`src/hdl/rcs_map.svh`:
```
// register offsets, field positions, reset values and bus constants for the reset cause status block
// Behaviour
// - high-voltage reset sets bit 29, cleared at power-on
// - configuration mismatch reset sets bit 9
// - bit 8 keeps regulator on in sleep
// - master clear pin reset sets bit 7
// - software reset sets bit 6
// - watchdog expiry sets bit 4
// - sleep wake sets bit 3
// - idle wake sets bit 2
// - brown-out sets bit 1, one after power-on
// - power-on sets bit 0, one after power-on
// - flags sticky until software clears them
// - unimplemented bits read zero, ignore writes
`ifndef RCS_MAP_SVH
`define RCS_MAP_SVH
// ==========================================
// offsets
`define RCS_OFF_STATUS 4'h0
`define RCS_OFF_IRQ_STAT 4'h4
`define RCS_OFF_IRQ_MASK 4'h8
// ==========================================
// field positions
`define RCS_BIT_HV 29
`define RCS_BIT_CM 9
`define RCS_BIT_VREG 8
`define RCS_BIT_PIN 7
`define RCS_BIT_SW 6
`define RCS_BIT_WDT 4
`define RCS_BIT_SLEEP 3
`define RCS_BIT_IDLE 2
`define RCS_BIT_BOR 1
`define RCS_BIT_POR 0
// ==========================================
// masks and reset values
`define RCS_IMPL_MASK 32'h200003df
`define RCS_FLAG_MASK 32'h200002df
`define RCS_RESET_VAL 32'h00000003
`define RCS_RESP_OKAY 2'b00
`define RCS_RESP_SLVERR 2'b10
`endif

```
`src/hdl/rcs_pkg.sv`:
```
// types shared by the reset cause status block
package rcs_pkg;
    typedef struct packed {
        logic high_voltage;
        logic config_mismatch;
        logic master_clear_pin;
        logic soft_reset;
        logic watchdog_expired;
        logic sleep_wake;
        logic idle_wake;
        logic brownout;
        logic power_on;
    } rcs_events_t;
    typedef enum logic [1:0] {RCS_RD_IDLE, RCS_RD_RESP} rcs_rd_state_t;
endpackage

```
`src/hdl/rcs_top.sv`:
```
// reset cause status register with axi4-lite slave and interrupt
`include "rcs_map.svh"
module rcs_top (
    input wire logic aclk,
    input wire logic aresetn,
    input wire rcs_pkg::rcs_events_t cause_events,
    output logic regulator_sleep_keep_on,
    output logic irq,
    input wire logic [3:0] s_axi_awaddr,
    input wire logic s_axi_awvalid,
    output logic s_axi_awready,
    input wire logic [31:0] s_axi_wdata,
    input wire logic [3:0] s_axi_wstrb,
    input wire logic s_axi_wvalid,
    output logic s_axi_wready,
    output logic [1:0] s_axi_bresp,
    output logic s_axi_bvalid,
    input wire logic s_axi_bready,
    input wire logic [3:0] s_axi_araddr,
    input wire logic s_axi_arvalid,
    output logic s_axi_arready,
    output logic [31:0] s_axi_rdata,
    output logic [1:0] s_axi_rresp,
    output logic s_axi_rvalid,
    input wire logic s_axi_rready
);
    import rcs_pkg::*;

    function automatic logic [31:0] strb_mask(input logic [3:0] s);
        strb_mask = {{8{s[3]}}, {8{s[2]}}, {8{s[1]}}, {8{s[0]}}};
    endfunction

    function automatic logic [1:0] reg_idx(input logic [3:0] a);
        reg_idx = a[3:2];
    endfunction

    // ==========================================
    // event vector
    logic [31:0] set_vec;
    always_comb begin
        set_vec = 32'h00000000;
        set_vec[`RCS_BIT_HV] = cause_events.high_voltage;
        set_vec[`RCS_BIT_CM] = cause_events.config_mismatch;
        set_vec[`RCS_BIT_PIN] = cause_events.master_clear_pin;
        set_vec[`RCS_BIT_SW] = cause_events.soft_reset;
        set_vec[`RCS_BIT_WDT] = cause_events.watchdog_expired;
        set_vec[`RCS_BIT_SLEEP] = cause_events.sleep_wake;
        set_vec[`RCS_BIT_IDLE] = cause_events.idle_wake;
        set_vec[`RCS_BIT_BOR] = cause_events.brownout;
        set_vec[`RCS_BIT_POR] = cause_events.power_on;
    end

    // ==========================================
    // write channel
    logic [3:0] aw_addr_r;
    logic aw_have_r;
    logic [31:0] w_data_r;
    logic [3:0] w_strb_r;
    logic w_have_r;
    logic wr_fire;
    assign s_axi_awready = !aw_have_r && !s_axi_bvalid;
    assign s_axi_wready = !w_have_r && !s_axi_bvalid;
    assign wr_fire = aw_have_r && w_have_r && !s_axi_bvalid;

    always_ff @(posedge aclk) begin
        if (!aresetn) begin
            aw_have_r <= 1'b0;
            aw_addr_r <= 4'h0;
        end else if (s_axi_awvalid && s_axi_awready) begin
            aw_have_r <= 1'b1;
            aw_addr_r <= s_axi_awaddr;
        end else if (wr_fire) begin
            aw_have_r <= 1'b0;
        end
    end

    always_ff @(posedge aclk) begin
        if (!aresetn) begin
            w_have_r <= 1'b0;
            w_data_r <= 32'h00000000;
            w_strb_r <= 4'h0;
        end else if (s_axi_wvalid && s_axi_wready) begin
            w_have_r <= 1'b1;
            w_data_r <= s_axi_wdata;
            w_strb_r <= s_axi_wstrb;
        end else if (wr_fire) begin
            w_have_r <= 1'b0;
        end
    end

    logic wr_status, wr_mask_reg, wr_known;
    assign wr_status = wr_fire && (reg_idx(aw_addr_r) == reg_idx(`RCS_OFF_STATUS));
    assign wr_mask_reg = wr_fire && (reg_idx(aw_addr_r) == reg_idx(`RCS_OFF_IRQ_MASK));
    always_comb begin
        if (reg_idx(aw_addr_r) == reg_idx(`RCS_OFF_STATUS)) begin
            wr_known = 1'b1;
        end else if (reg_idx(aw_addr_r) == reg_idx(`RCS_OFF_IRQ_STAT)) begin
            wr_known = 1'b1;
        end else if (reg_idx(aw_addr_r) == reg_idx(`RCS_OFF_IRQ_MASK)) begin
            wr_known = 1'b1;
        end else begin
            wr_known = 1'b0;
        end
    end

    always_ff @(posedge aclk) begin
        if (!aresetn) begin
            s_axi_bvalid <= 1'b0;
            s_axi_bresp <= `RCS_RESP_OKAY;
        end else if (wr_fire) begin
            s_axi_bvalid <= 1'b1;
            s_axi_bresp <= wr_known ? `RCS_RESP_OKAY : `RCS_RESP_SLVERR;
        end else if (s_axi_bready) begin
            s_axi_bvalid <= 1'b0;
        end
    end

    // ==========================================
    // read channel
    rcs_rd_state_t rd_state_r;
    logic rd_fire;
    assign s_axi_arready = (rd_state_r == RCS_RD_IDLE);
    assign rd_fire = s_axi_arvalid && s_axi_arready;
    logic rd_irq_stat;
    assign rd_irq_stat = rd_fire && (reg_idx(s_axi_araddr) == reg_idx(`RCS_OFF_IRQ_STAT));

    // ==========================================
    // registers
    logic [31:0] status_val, irq_stat_val, irq_mask_r;
    rcs_flag_reg #(
        .WIDTH(32),
        .RESET_VAL(`RCS_RESET_VAL),
        .IMPL(`RCS_IMPL_MASK)
    ) u_status (
        .aclk(aclk),
        .aresetn(aresetn),
        .set_bits(set_vec),
        .wr_en(wr_status),
        .wr_data(w_data_r),
        .wr_mask(strb_mask(w_strb_r)),
        .clr_en(1'b0),
        .value(status_val)
    );
    assign regulator_sleep_keep_on = status_val[`RCS_BIT_VREG];

    rcs_flag_reg #(
        .WIDTH(32),
        .RESET_VAL(32'h00000000),
        .IMPL(`RCS_FLAG_MASK)
    ) u_irq_stat (
        .aclk(aclk),
        .aresetn(aresetn),
        .set_bits(set_vec),
        .wr_en(1'b0),
        .wr_data(32'h00000000),
        .wr_mask(32'h00000000),
        .clr_en(rd_irq_stat),
        .value(irq_stat_val)
    );

    always_ff @(posedge aclk) begin
        if (!aresetn) begin
            irq_mask_r <= 32'h00000000;
        end else if (wr_mask_reg) begin
            irq_mask_r <= ((irq_mask_r & ~strb_mask(w_strb_r)) | (w_data_r & strb_mask(w_strb_r))) & `RCS_FLAG_MASK;
        end
    end
    assign irq = |(irq_stat_val & irq_mask_r);

    always_ff @(posedge aclk) begin
        if (!aresetn) begin
            rd_state_r <= RCS_RD_IDLE;
            s_axi_rdata <= 32'h00000000;
            s_axi_rresp <= `RCS_RESP_OKAY;
        end else begin
            case (rd_state_r)
                RCS_RD_IDLE: begin
                    if (rd_fire) begin
                        rd_state_r <= RCS_RD_RESP;
                        s_axi_rresp <= `RCS_RESP_OKAY;
                        if (reg_idx(s_axi_araddr) == reg_idx(`RCS_OFF_STATUS)) begin
                            s_axi_rdata <= status_val & `RCS_IMPL_MASK;
                        end else if (reg_idx(s_axi_araddr) == reg_idx(`RCS_OFF_IRQ_STAT)) begin
                            s_axi_rdata <= irq_stat_val;
                        end else if (reg_idx(s_axi_araddr) == reg_idx(`RCS_OFF_IRQ_MASK)) begin
                            s_axi_rdata <= irq_mask_r;
                        end else begin
                            s_axi_rdata <= 32'h00000000;
                            s_axi_rresp <= `RCS_RESP_SLVERR;
                        end
                    end
                end
                RCS_RD_RESP: begin
                    if (s_axi_rready) begin
                        rd_state_r <= RCS_RD_IDLE;
                    end
                end
                default: begin
                    rd_state_r <= RCS_RD_IDLE;
                end
            endcase
        end
    end
    assign s_axi_rvalid = (rd_state_r == RCS_RD_RESP);
endmodule

```
`src/hdl/rcs_flag_reg.sv`:
```
// sticky flag register with hardware set priority
`include "rcs_map.svh"
module rcs_flag_reg #(
    parameter int WIDTH = 32,
    parameter logic [WIDTH-1:0] RESET_VAL = '0,
    parameter logic [WIDTH-1:0] IMPL = '1
) (
    input wire logic aclk,
    input wire logic aresetn,
    input wire logic [WIDTH-1:0] set_bits,
    input wire logic wr_en,
    input wire logic [WIDTH-1:0] wr_data,
    input wire logic [WIDTH-1:0] wr_mask,
    input wire logic clr_en,
    output logic [WIDTH-1:0] value
);
    logic [WIDTH-1:0] value_nxt;
    always_comb begin
        value_nxt = value;
        if (wr_en) begin
            value_nxt = (value & ~wr_mask) | (wr_data & wr_mask);
        end
        if (clr_en) begin
            value_nxt = '0;
        end
        value_nxt = (value_nxt | set_bits) & IMPL;
    end
    always_ff @(posedge aclk) begin
        if (!aresetn) begin
            value <= RESET_VAL;
        end else begin
            value <= value_nxt;
        end
    end
endmodule

```
`config.mk`:
```
export PLATFORM = sky130hd
export DESIGN_NAME = rcs_top
export DESIGN_NICKNAME = d
export VERILOG_FILES = /design/src/hdl/rcs_pkg.sv /design/src/hdl/rcs_top.sv /design/src/hdl/rcs_flag_reg.sv
export VERILOG_INCLUDE_DIRS = /design/src /design/src/hdl
export SDC_FILE = /design/constraint.sdc
export NUM_CORES = 1
export LEC_CHECK = 0
export BUFFER_PORTS_ARGS = -buffer_cell sky130_fd_sc_hd__buf_2
export CAP_MARGIN = 30
export CORE_MARGIN = 2
export CORE_UTILIZATION = 44
export DETAILED_ROUTE_END_ITERATION = 8
export PLACE_DENSITY_LB_ADDON = 0.12
export SKIP_LAST_GASP = 1
export SLEW_MARGIN = 20
export SYNTH_ARGS = -nofsm -noshare
export SYNTH_HDL_FRONTEND = slang
export SYNTH_SLANG_ARGS = --single-unit
```
`constraint.sdc`:
```
create_clock -name aclk -period 1.3 [get_ports aclk]
set_clock_uncertainty 0.05 [all_clocks]
set_input_delay 0.065 -clock aclk [delete_from_list [all_inputs] [get_ports aclk]]
set_output_delay 0.065 -clock aclk [all_outputs]
set_load 0.05 [all_outputs]
```
==> flow_summary.yaml, run 1 <==
clock_network:
  clockRootBuffer: "clkbuf_8"
  cts_sinks: 59
  cts_buffer_depth: 2
  cts_made_buffers: 9
  clock_latency_ns: 0.33
  cts_tree: "yes"
  h-tree-depth: 3
  path_clk_slew_ns: 0.06
worst_setup_path:
  cp-endpoint: "irq"
  cp.arrival_ns: 1.45
  r2r-start: "aw_addr_r[2]"
  endpoint_kind: "primary output"
  cp-start-kind: "flip-flop"
  r2r_slack_ns: -0.02
  r2r_end: "u_status.value[2]"
  worstRegToRegCells: 3
  worstPathRequired_ns: 1.19
  crit_path_max_fanout: 3
  path_class: "reg -> out"
power:
  p_clk_frac: 0.339
  p_switching_mw: 1.330
  seq_power_share: 0.456
  power_mw: 4.380
  power.internal_mw: 3.049
  switching_share: 0.3038
  combPwrFrac: 0.205
  power_leakage_nw: 1.582
  peakVddDrop_mv: 0.7028
  powerDensity_mw_per_mm2: 1191
timing:
  setup_ws_ns: -0.2692
  hold_viol_final: 0
  rsz0062_at_grt: "yes"
  fin_crit_sh: 1.207
  max_freq_mhz: 637.3
  fin_crit_ns: 1.569
  slew_viol_final: 0
  setup_viol: 3
floorplan:
  boundaryPins: 103
  initial_core_util: 0.4626
  fp.dieArea_sq_mm: 0.006988
  die_y_um: 83.60
  die_w_um: 83.60
  core_sq_mm: 0.006026
  placementRows: 28
route:
  final_antenna_net_count: 0
  num_vias: 2424
  drc_errors: 0
  totalWireLength_um: 6835
  firstDrtPassIters: 4
  wl_per_cell_um: 14.03
  viasPerCell: 4.977
  drt-initial-drc-count: 91
final_layout:
  diodes: 0
  layoutNonFillerInstCount: 487
  areaGrowthSynthToFinish_pct: 31.96
  final_area_sq_mm: 0.003679
  mostFrequentLayoutCells: "dfxtp_1, buf_2, nand2_1"
  layout_commonest_cell: "dfxtp_1"
  drive_gt1_frac: 0.2767
  layout.nets: 467
synth:
  ys_seq_area_frac: 0.4237
  yosysWarningCount: 0
  synth_top_area_share: 0.4237
  avgSynthCellArea_sq_um: 8.935
  ys_seq_elements: 59
  synth.cell_area_sq_mm: 0.002788
  synthCells: 312
  yosys.area.top_type: "dfxtp_1"
  ys_types: 36
  yosys-top-cells-area: "dfxtp_1, buf_4, mux2i_1"
status:
  status: "finished with violations"
  violations: "negative setup slack"
placement:
  place_area_sq_mm: 0.003105
  dp_cells: 437
  io_buffers: 51
  dp_hpwl_um: 4420
  dp_slack_ns: -0.05251
  gp_congestion: 0.7359
global_routing:
  grt_pass1_vias: 2166
  antenna_found_initial: 0
  grt_pass1_wl_um: 10670
  grt_max_degree: 25
  grt_overflow: 0
  grt_usage: 0.1906
job:
  drv_cap: 0
worst_hold_path:
  holdCritPathClass: "in -> reg"
-- power by group through the flow --
stage               Sequential (mW)  Combinational (mW)  Clock [mW]
floorplan                      2.10               0.571           0
global placement               2.02               0.773           0
detailed placement             2.03               0.781           0
CTS                            1.99               0.857        1.52
global route                   2.01               0.965        1.62
finish                         2.00               0.898        1.48
-- synthesized netlist by cell type --
cell type	n
mux2i_1	12
or3b_1	2
a2bb2oi_1	6
a21boi_2	1
a41oi_1	1
o21a_1	5
a22o_1	1
buf_2	9
o211a_1	1
a21boi_1	16
buf_6	3
dfxtp_1	59
nor3b_2	3
a222oi_1	1
a221oi_1	1
nand4bb_1	1
and3b_1	2
nand2b_1	2
o21ai_1	3
nand3b_1	7
nand4b_1	2
a31oi_1	6
conb_1	1
buf_4	29
a41o_1	1
a21oi_1	18
a21boi_0	16
inv_1	3
o21ai_0	24
nand3_1	13
nor2_1	4
nand4_1	3
clkbuf_1	9
nand2_1	32
nor2b_1	14
a22oi_1	1
-- worst max-delay path: stages, from the launching register on --
cell,delay (ns)
dfxtp_1,0.33
a222oi_1,0.41
nand3_1,0.18
buf_6,0.19
-- final cells by class --
class / instances / area [sq um]
well taps: 75 / 93.84
clock inverters: 2 / 10.01
inverters: 3 / 11.26
multi-input cells: 224 / 1395
fillers: 558 / 2347
clock buffers: 14 / 162.7
repair buffers: 110 / 814.5
flip-flops and latches: 59 / 1191
-- logic make-up (layout without fill, tap and decap cells) --
family | count (synthesis) | in the layout | share of synthesized area
AO/OA/AOI/OAI | 102 | 102 | 0.2397
buffers and inverters | 53 | 129 | 0.1225
flip-flops | 59 | 59 | 0.4237
multiplexers | 12 | 12 | 0.04309
other | 1 | 24 | 0.001345
AND/OR/NAND/NOR | 85 | 86 | 0.1697
-- timing repair --
action / in CTS / in global routing
setup endpoints to repair: 11 / 22
gates resized for setup: 7 / 27
pin swaps: 1 / 6
endpoints found under the hold margin: 34 / 0
setup buffers: 0 / 4
hold buffers: 27 / 0
gates cloned: 0 / 3
-- metrics by stage --
stage               setup TNS (ns)    util  hold WS [ns]
floorplan                 -0.03444       -        0.1251
global placement         -0.005601  0.5154        0.2298
detailed placement         -0.2483  0.5154        0.2348
CTS                        -0.2606  0.5922       0.02536
global route               -0.8909  0.6105       0.06234
finish                     -0.2907  0.6105       0.03525
-- per-layer routing --
layer | part of all wire | GRT usage
met1 | 0.47 | 0.2654
met2 | 0.46 | 0.2785
met3 | 0.051 | 0.04946
met4 | 0.014 | 0.07918
met5 | 0 | 0
-- worst min-delay path by stage --
stage	end	cells after the start	start	slack (ns)
final	s_axi_rresp[1]	4	s_axi_arvalid	0.04
after global placement	u_status.value[0]	2	cause_events[0]	0.23
after global routing	s_axi_rdata[8]	4	s_axi_arvalid	0.06
after detailed placement	u_status.value[0]	2	cause_events[0]	0.23
after CTS	s_axi_rdata[8]	4	s_axi_arvalid	0.03
after floorplan	u_status.value[0]	1	cause_events[0]	0.13
No activity file was read; power rests on OpenSTA's default activity.
==> run 2: changes to the inputs <==
Settings changed: TNS_END_PERCENT set to 1.
==> run 2 against run 1 <==
The flow still finishes with violations (negative setup slack). Worst hold slack better by 0.0083 ns. Routed wire length down 8.1%. Register-to-register slack about the same. Non-clock buffer count down 9. Flip-flop and latch count unchanged. Worst setup slack worse by 0.0013 ns.
==> flow_summary.yaml, run 2 (synthesis results as in run 1) <==
route:
  wl_per_cell_um: 13.17
  drt-initial-drc-count: 120
  totalWireLength_um: 6281
  viasPerCell: 4.956
  final_antenna_net_count: 0
  firstDrtPassIters: 4
  num_vias: 2364
  drc_errors: 0
global_routing:
  grt_max_degree: 61
  grt_use_met3: 0.05242
  grt_overflow: 0
  use_met2: 0.2764
  grt_pass1_wl_um: 10620
  top_usage_layer: "met2"
  antenna_found_initial: 0
  grt_pass1_vias: 2218
  grt_usage: 0.1887
  use_met1: 0.2617
worst_setup_path:
  cp_top_family: "compound AO/OA/AOI/OAI gates"
  cpMaxStageDelayCell: "dfxtp_2"
  r2r_end: "u_status.value[6]"
  worstPathRequired_ns: 1.19
  endpoint_kind: "primary output"
  r2r-start: "aw_addr_r[3]"
  cp.arrival_ns: 1.46
  cp-endpoint: "irq"
  crit_chain: "a22o_1 > a221oi_2 > nand3_1 > buf_6"
  worstRegToRegCells: 3
  cpPeakStageDelay_ns: 0.33
  cp-start-kind: "flip-flop"
  path_buf_inv: 1
  crit_path_max_fanout: 3
  path_class: "reg -> out"
  cp_num_cells: 4
  r2r_slack_ns: -0.03
worst_hold_path:
  min_from: "s_axi_arvalid"
  holdCritPathClass: "in -> reg"
clock_network:
  clockRootBuffer: "clkbuf_8"
  clock_latency_ns: 0.34
  cts_tree: "yes"
  path_clk_slew_ns: 0.06
  cts_sinks: 59
  cts_buffer_depth: 2
  cts_made_buffers: 9
  h-tree-depth: 3
final_layout:
  mostFrequentLayoutCells: "dfxtp_1, buf_2, nand2_1"
  layout_commonest_cell: "dfxtp_1"
  drive_gt1_frac: 0.2438
  layoutNonFillerInstCount: 477
  diodes: 0
  areaGrowthSynthToFinish_pct: 27.02
  layout.nets: 457
  final_area_sq_mm: 0.003541
  fill_cells: 571
placement:
  dp_cells: 433
  gp_congestion: 0.7652
  dp_slack_ns: -0.02345
  dp_hpwl_um: 4214
  place_area_sq_mm: 0.003088
  io_buffers: 51
timing:
  rsz0062_at_grt: "yes"
  setup_ws_ns: -0.2705
  setup_viol: 11
  fin_crit_sh: 1.208
  max_freq_mhz: 636.8
  slew_viol_final: 0
  fin_tns_setup_ns: -0.4617
  fin_crit_ns: 1.570
  hold_viol_final: 0
power:
  powerDensity_mw_per_mm2: 1190
  power_leakage_nw: 1.517
  peakVddDrop_mv: 0.7793
status:
  violations: "negative setup slack"
  status: "finished with violations"
floorplan:
  core_sq_mm: 0.006026
  fp.dieArea_sq_mm: 0.006988
  placementRows: 28
  die_y_um: 83.60
  die_w_um: 83.60
  boundaryPins: 103
  initial_core_util: 0.4626
job:
  drv_cap: 0
[run 2: final cells by class]
cell class,count,area [sq um],area share
Multi-Input combinational cell,223,1358,0.3834
Sequential cell,59,1189,0.3357
Timing Repair Buffer,101,729.5,0.2060
Clock buffer,10,127.6,0.03604
Tap cell,75,93.84,0.02650
Clock inverter,6,32.53,0.009187
Inverter,3,11.26,0.003180
[run 2: worst min-delay path by stage]
stage                        end  slack [ns]  cells past startpoint
2_1_floorplan  u_status.value[0]        0.13                      1
4_1_cts           s_axi_rresp[1]        0.04                      4
3_3_place_gp   u_status.value[0]        0.23                      2
5_1_grt           s_axi_rdata[8]        0.08                      4
6_report          s_axi_rresp[1]        0.04                      4
3_5_place_dp   u_status.value[0]        0.24                      2
[run 2: power by group]
part	switching (mW)	internal, mW	leakage (nW)	total (mW)
registers	0.0755	1.91	0.488	1.99
logic	0.531	0.307	0.944	0.838
clock network	0.717	0.673	0.0856	1.39
[run 2: layer usage]
layer	wire length (um)	part of all wire	vias up
li1	-	-	1217
met1	3119	0.50	1075
met2	2790	0.44	65
met3	297	0.047	7
met4	74	0.012	0
met5	0	0	-
[run 2: what timing repair did]
| action | CTS | global route |
|---|---|---|
| resized for setup | 4 | 1 |
| hold endpoints to repair | 34 | 0 |
| pin swaps | 2 | 2 |
| hold buffers | 27 | 0 |
| setup buffers | 1 | 0 |
| setup endpoints to repair | 11 | 32 |
[run 2: stage by stage]
| stage | hold slack, ns | util | power (mW) |
|---|---|---|---|
| after floorplan | 0.1251 | - | 2.665 |
| after global placement | 0.2294 | 0.5125 | 2.790 |
| after detailed placement | 0.2379 | 0.5125 | 2.800 |
| after CTS | 0.03912 | 0.5874 | 4.262 |
| after global routing | 0.07514 | 0.5876 | 4.449 |
| final | 0.04353 | 0.5876 | 4.213 |
[run 2: worst reg2reg max path, cell delays in order (launching register included)]
cell	delay (ns)
dfxtp_1	0.34
or3b_1	0.52
o21ai_0	0.22
a21boi_1	0.08
==> run 3: changes to the inputs <==
Settings changed: CTS_BUF_LIST set to sky130_fd_sc_hd__clkbuf_8 sky130_fd_sc_hd__clkbuf_16, SLEW_MARGIN 20 to not set.
Clock period 1.3 ns to 1.39 ns, I/O delays scaled along.
==> run 3 against run 2 <==
The run still ends with negative setup slack left. Core utilization increased by 0.27 points. Flip-flop and latch count unchanged. First-iteration DRC count decreased by 4.2%. Routed wire length shrank 1.4%. Die area stayed put. Via count shrank 0.42%. Combinational power fell by 7.9%. Critical path depth fell by 1.
==> flow_summary.yaml, run 3 (synthesis results as in run 1) <==
worst_setup_path:
  cpPeakStageDelay_ns: 0.40
  cp.arrival_ns: 1.42
  crit_chain: "a222oi_1 > nand3_1 > buf_6"
  cpMaxStageDelayCell: "a222oi_1"
  path_class: "reg -> out"
  crit_path_max_fanout: 3
  endpoint_kind: "primary output"
  cp-start-kind: "flip-flop"
  worstPathRequired_ns: 1.27
timing:
  setup_viol: 1
  setup_ws_ns: -0.1537
  hold_viol_final: 0
  fin_crit_sh: 1.111
  fin_crit_ns: 1.544
  slew_viol_final: 0
  rsz0062_at_grt: "yes"
  max_freq_mhz: 647.8
floorplan:
  fp.dieArea_sq_mm: 0.006988
  core_sq_mm: 0.006026
  boundaryPins: 103
  die_y_um: 83.60
  die_w_um: 83.60
  initial_core_util: 0.4626
  placementRows: 28
power:
  power_mw: 4.386
  p_switching_mw: 1.225
  power_leakage_nw: 1.521
  peakVddDrop_mv: 0.6785
  switching_share: 0.2794
  power.internal_mw: 3.160
  seq_power_share: 0.424
  p_clk_frac: 0.400
  powerDensity_mw_per_mm2: 1233
  combPwrFrac: 0.176
global_routing:
  grt_overflow: 0
  grt_max_degree: 61
  antenna_found_initial: 0
  grt_usage: 0.1877
  grt_pass1_wl_um: 10660
  grt_pass1_vias: 2271
route:
  firstDrtPassIters: 4
  wl_per_cell_um: 13.12
  viasPerCell: 4.987
  num_vias: 2354
  final_antenna_net_count: 0
  drc_errors: 0
  drt-initial-drc-count: 115
  totalWireLength_um: 6191
worst_hold_path:
  holdCritPathClass: "in -> reg"
placement:
  dp_hpwl_um: 4154
  dp_cells: 428
  io_buffers: 51
  gp_congestion: 0.7200
clock_network:
  cts_made_buffers: 9
  cts_buffer_depth: 2
  cts_tree: "yes"
  clockRootBuffer: "clkbuf_8"
  path_clk_slew_ns: 0.07
  clock_latency_ns: 0.33
  h-tree-depth: 3
  cts_sinks: 59
final_layout:
  layoutNonFillerInstCount: 472
  layout.nets: 452
  layout_commonest_cell: "dfxtp_1"
  mostFrequentLayoutCells: "dfxtp_1, buf_2, nand2_1"
  diodes: 0
  areaGrowthSynthToFinish_pct: 27.60
  drive_gt1_frac: 0.2368
status:
  violations: "negative setup slack"
  status: "finished with violations"
job:
  drv_cap: 0
-- run 3: cell count changes in the layout (fill, tap and decap cells not counted), sizes merged --
cell and change:
clkbuf +1, buf -5, bufinv +2, clkinvlp -1, clkinv -2
-- run 3: power groups by stage --
| stage | clock network, mW | logic, mW | registers [mW] |
|---|---|---|---|
| final | 1.75 | 0.772 | 1.86 |
| after global routing | 1.88 | 0.833 | 1.87 |
| after CTS | 1.80 | 0.771 | 1.86 |
| after detailed placement | 0 | 0.709 | 1.89 |
| after global placement | 0 | 0.705 | 1.89 |
| after floorplan | 0 | 0.531 | 1.96 |
-- run 3: timing repair --
| action | CTS | global route |
|---|---|---|
| pin swaps | 2 | 2 |
| endpoints found under the hold margin | 33 | 0 |
| endpoints found under the setup margin | 1 | 11 |
| hold buffers | 27 | 0 |
| resized for setup | 4 | 2 |
| setup buffers | 1 | 0 |
-- run 3: final cells by class --
class / count / area (sq um)
Multi-Input combinational cell: 223 / 1358
Timing Repair Buffer: 96 / 679.4
Inverter: 3 / 11.26
Tap cell: 75 / 93.84
Sequential cell: 59 / 1189
Fill cell: 556 / 2469
Clock inverter: 5 / 75.07
Clock buffer: 11 / 151.4
-- run 3: metrics by stage --
stage	setup TNS [ns]	instance area [sq um]	utilization	worst slack, ns	hold WS, ns
2_1_floorplan	0	2878	-	0.01171	0.1296
3_3_place_gp	0	3037	0.5039	0.07602	0.2347
3_5_place_dp	0	3037	0.5039	0.05597	0.2382
4_1_cts	-0.1664	3555	0.5899	-0.1664	0.02738
5_1_grt	-0.4679	3557	0.5903	-0.2128	0.06570
6_report	-0.1537	3557	0.5903	-0.1537	0.04009
-- run 3: critical path: cells and delay by family, from the launching register on --
family          cells  cell delay, ns
simple gates        1            0.18
buf+inv             1            0.19
flops               1            0.33
compound gates      1            0.40
-- run 3: final timing paths --
check	start	end	slack [ns]	cells after the start
max reg2reg	aw_addr_r[3]	u_status.value[2]	0.02	3
min	s_axi_araddr[2]	s_axi_rresp[1]	0.04	3
min reg2reg	s_axi_rdata[8]	s_axi_rdata[8]	0.41	2
max	u_irq_stat.value[6]	irq	-0.15	3
-- run 3: per-layer routing --
metal	share of wire	wire length, um	track usage
met1	0.50	3100	0.2540
met2	0.44	2739	0.2865
met3	0.046	286	0.04253
met4	0.010	65	0.08065
met5	0	0	0
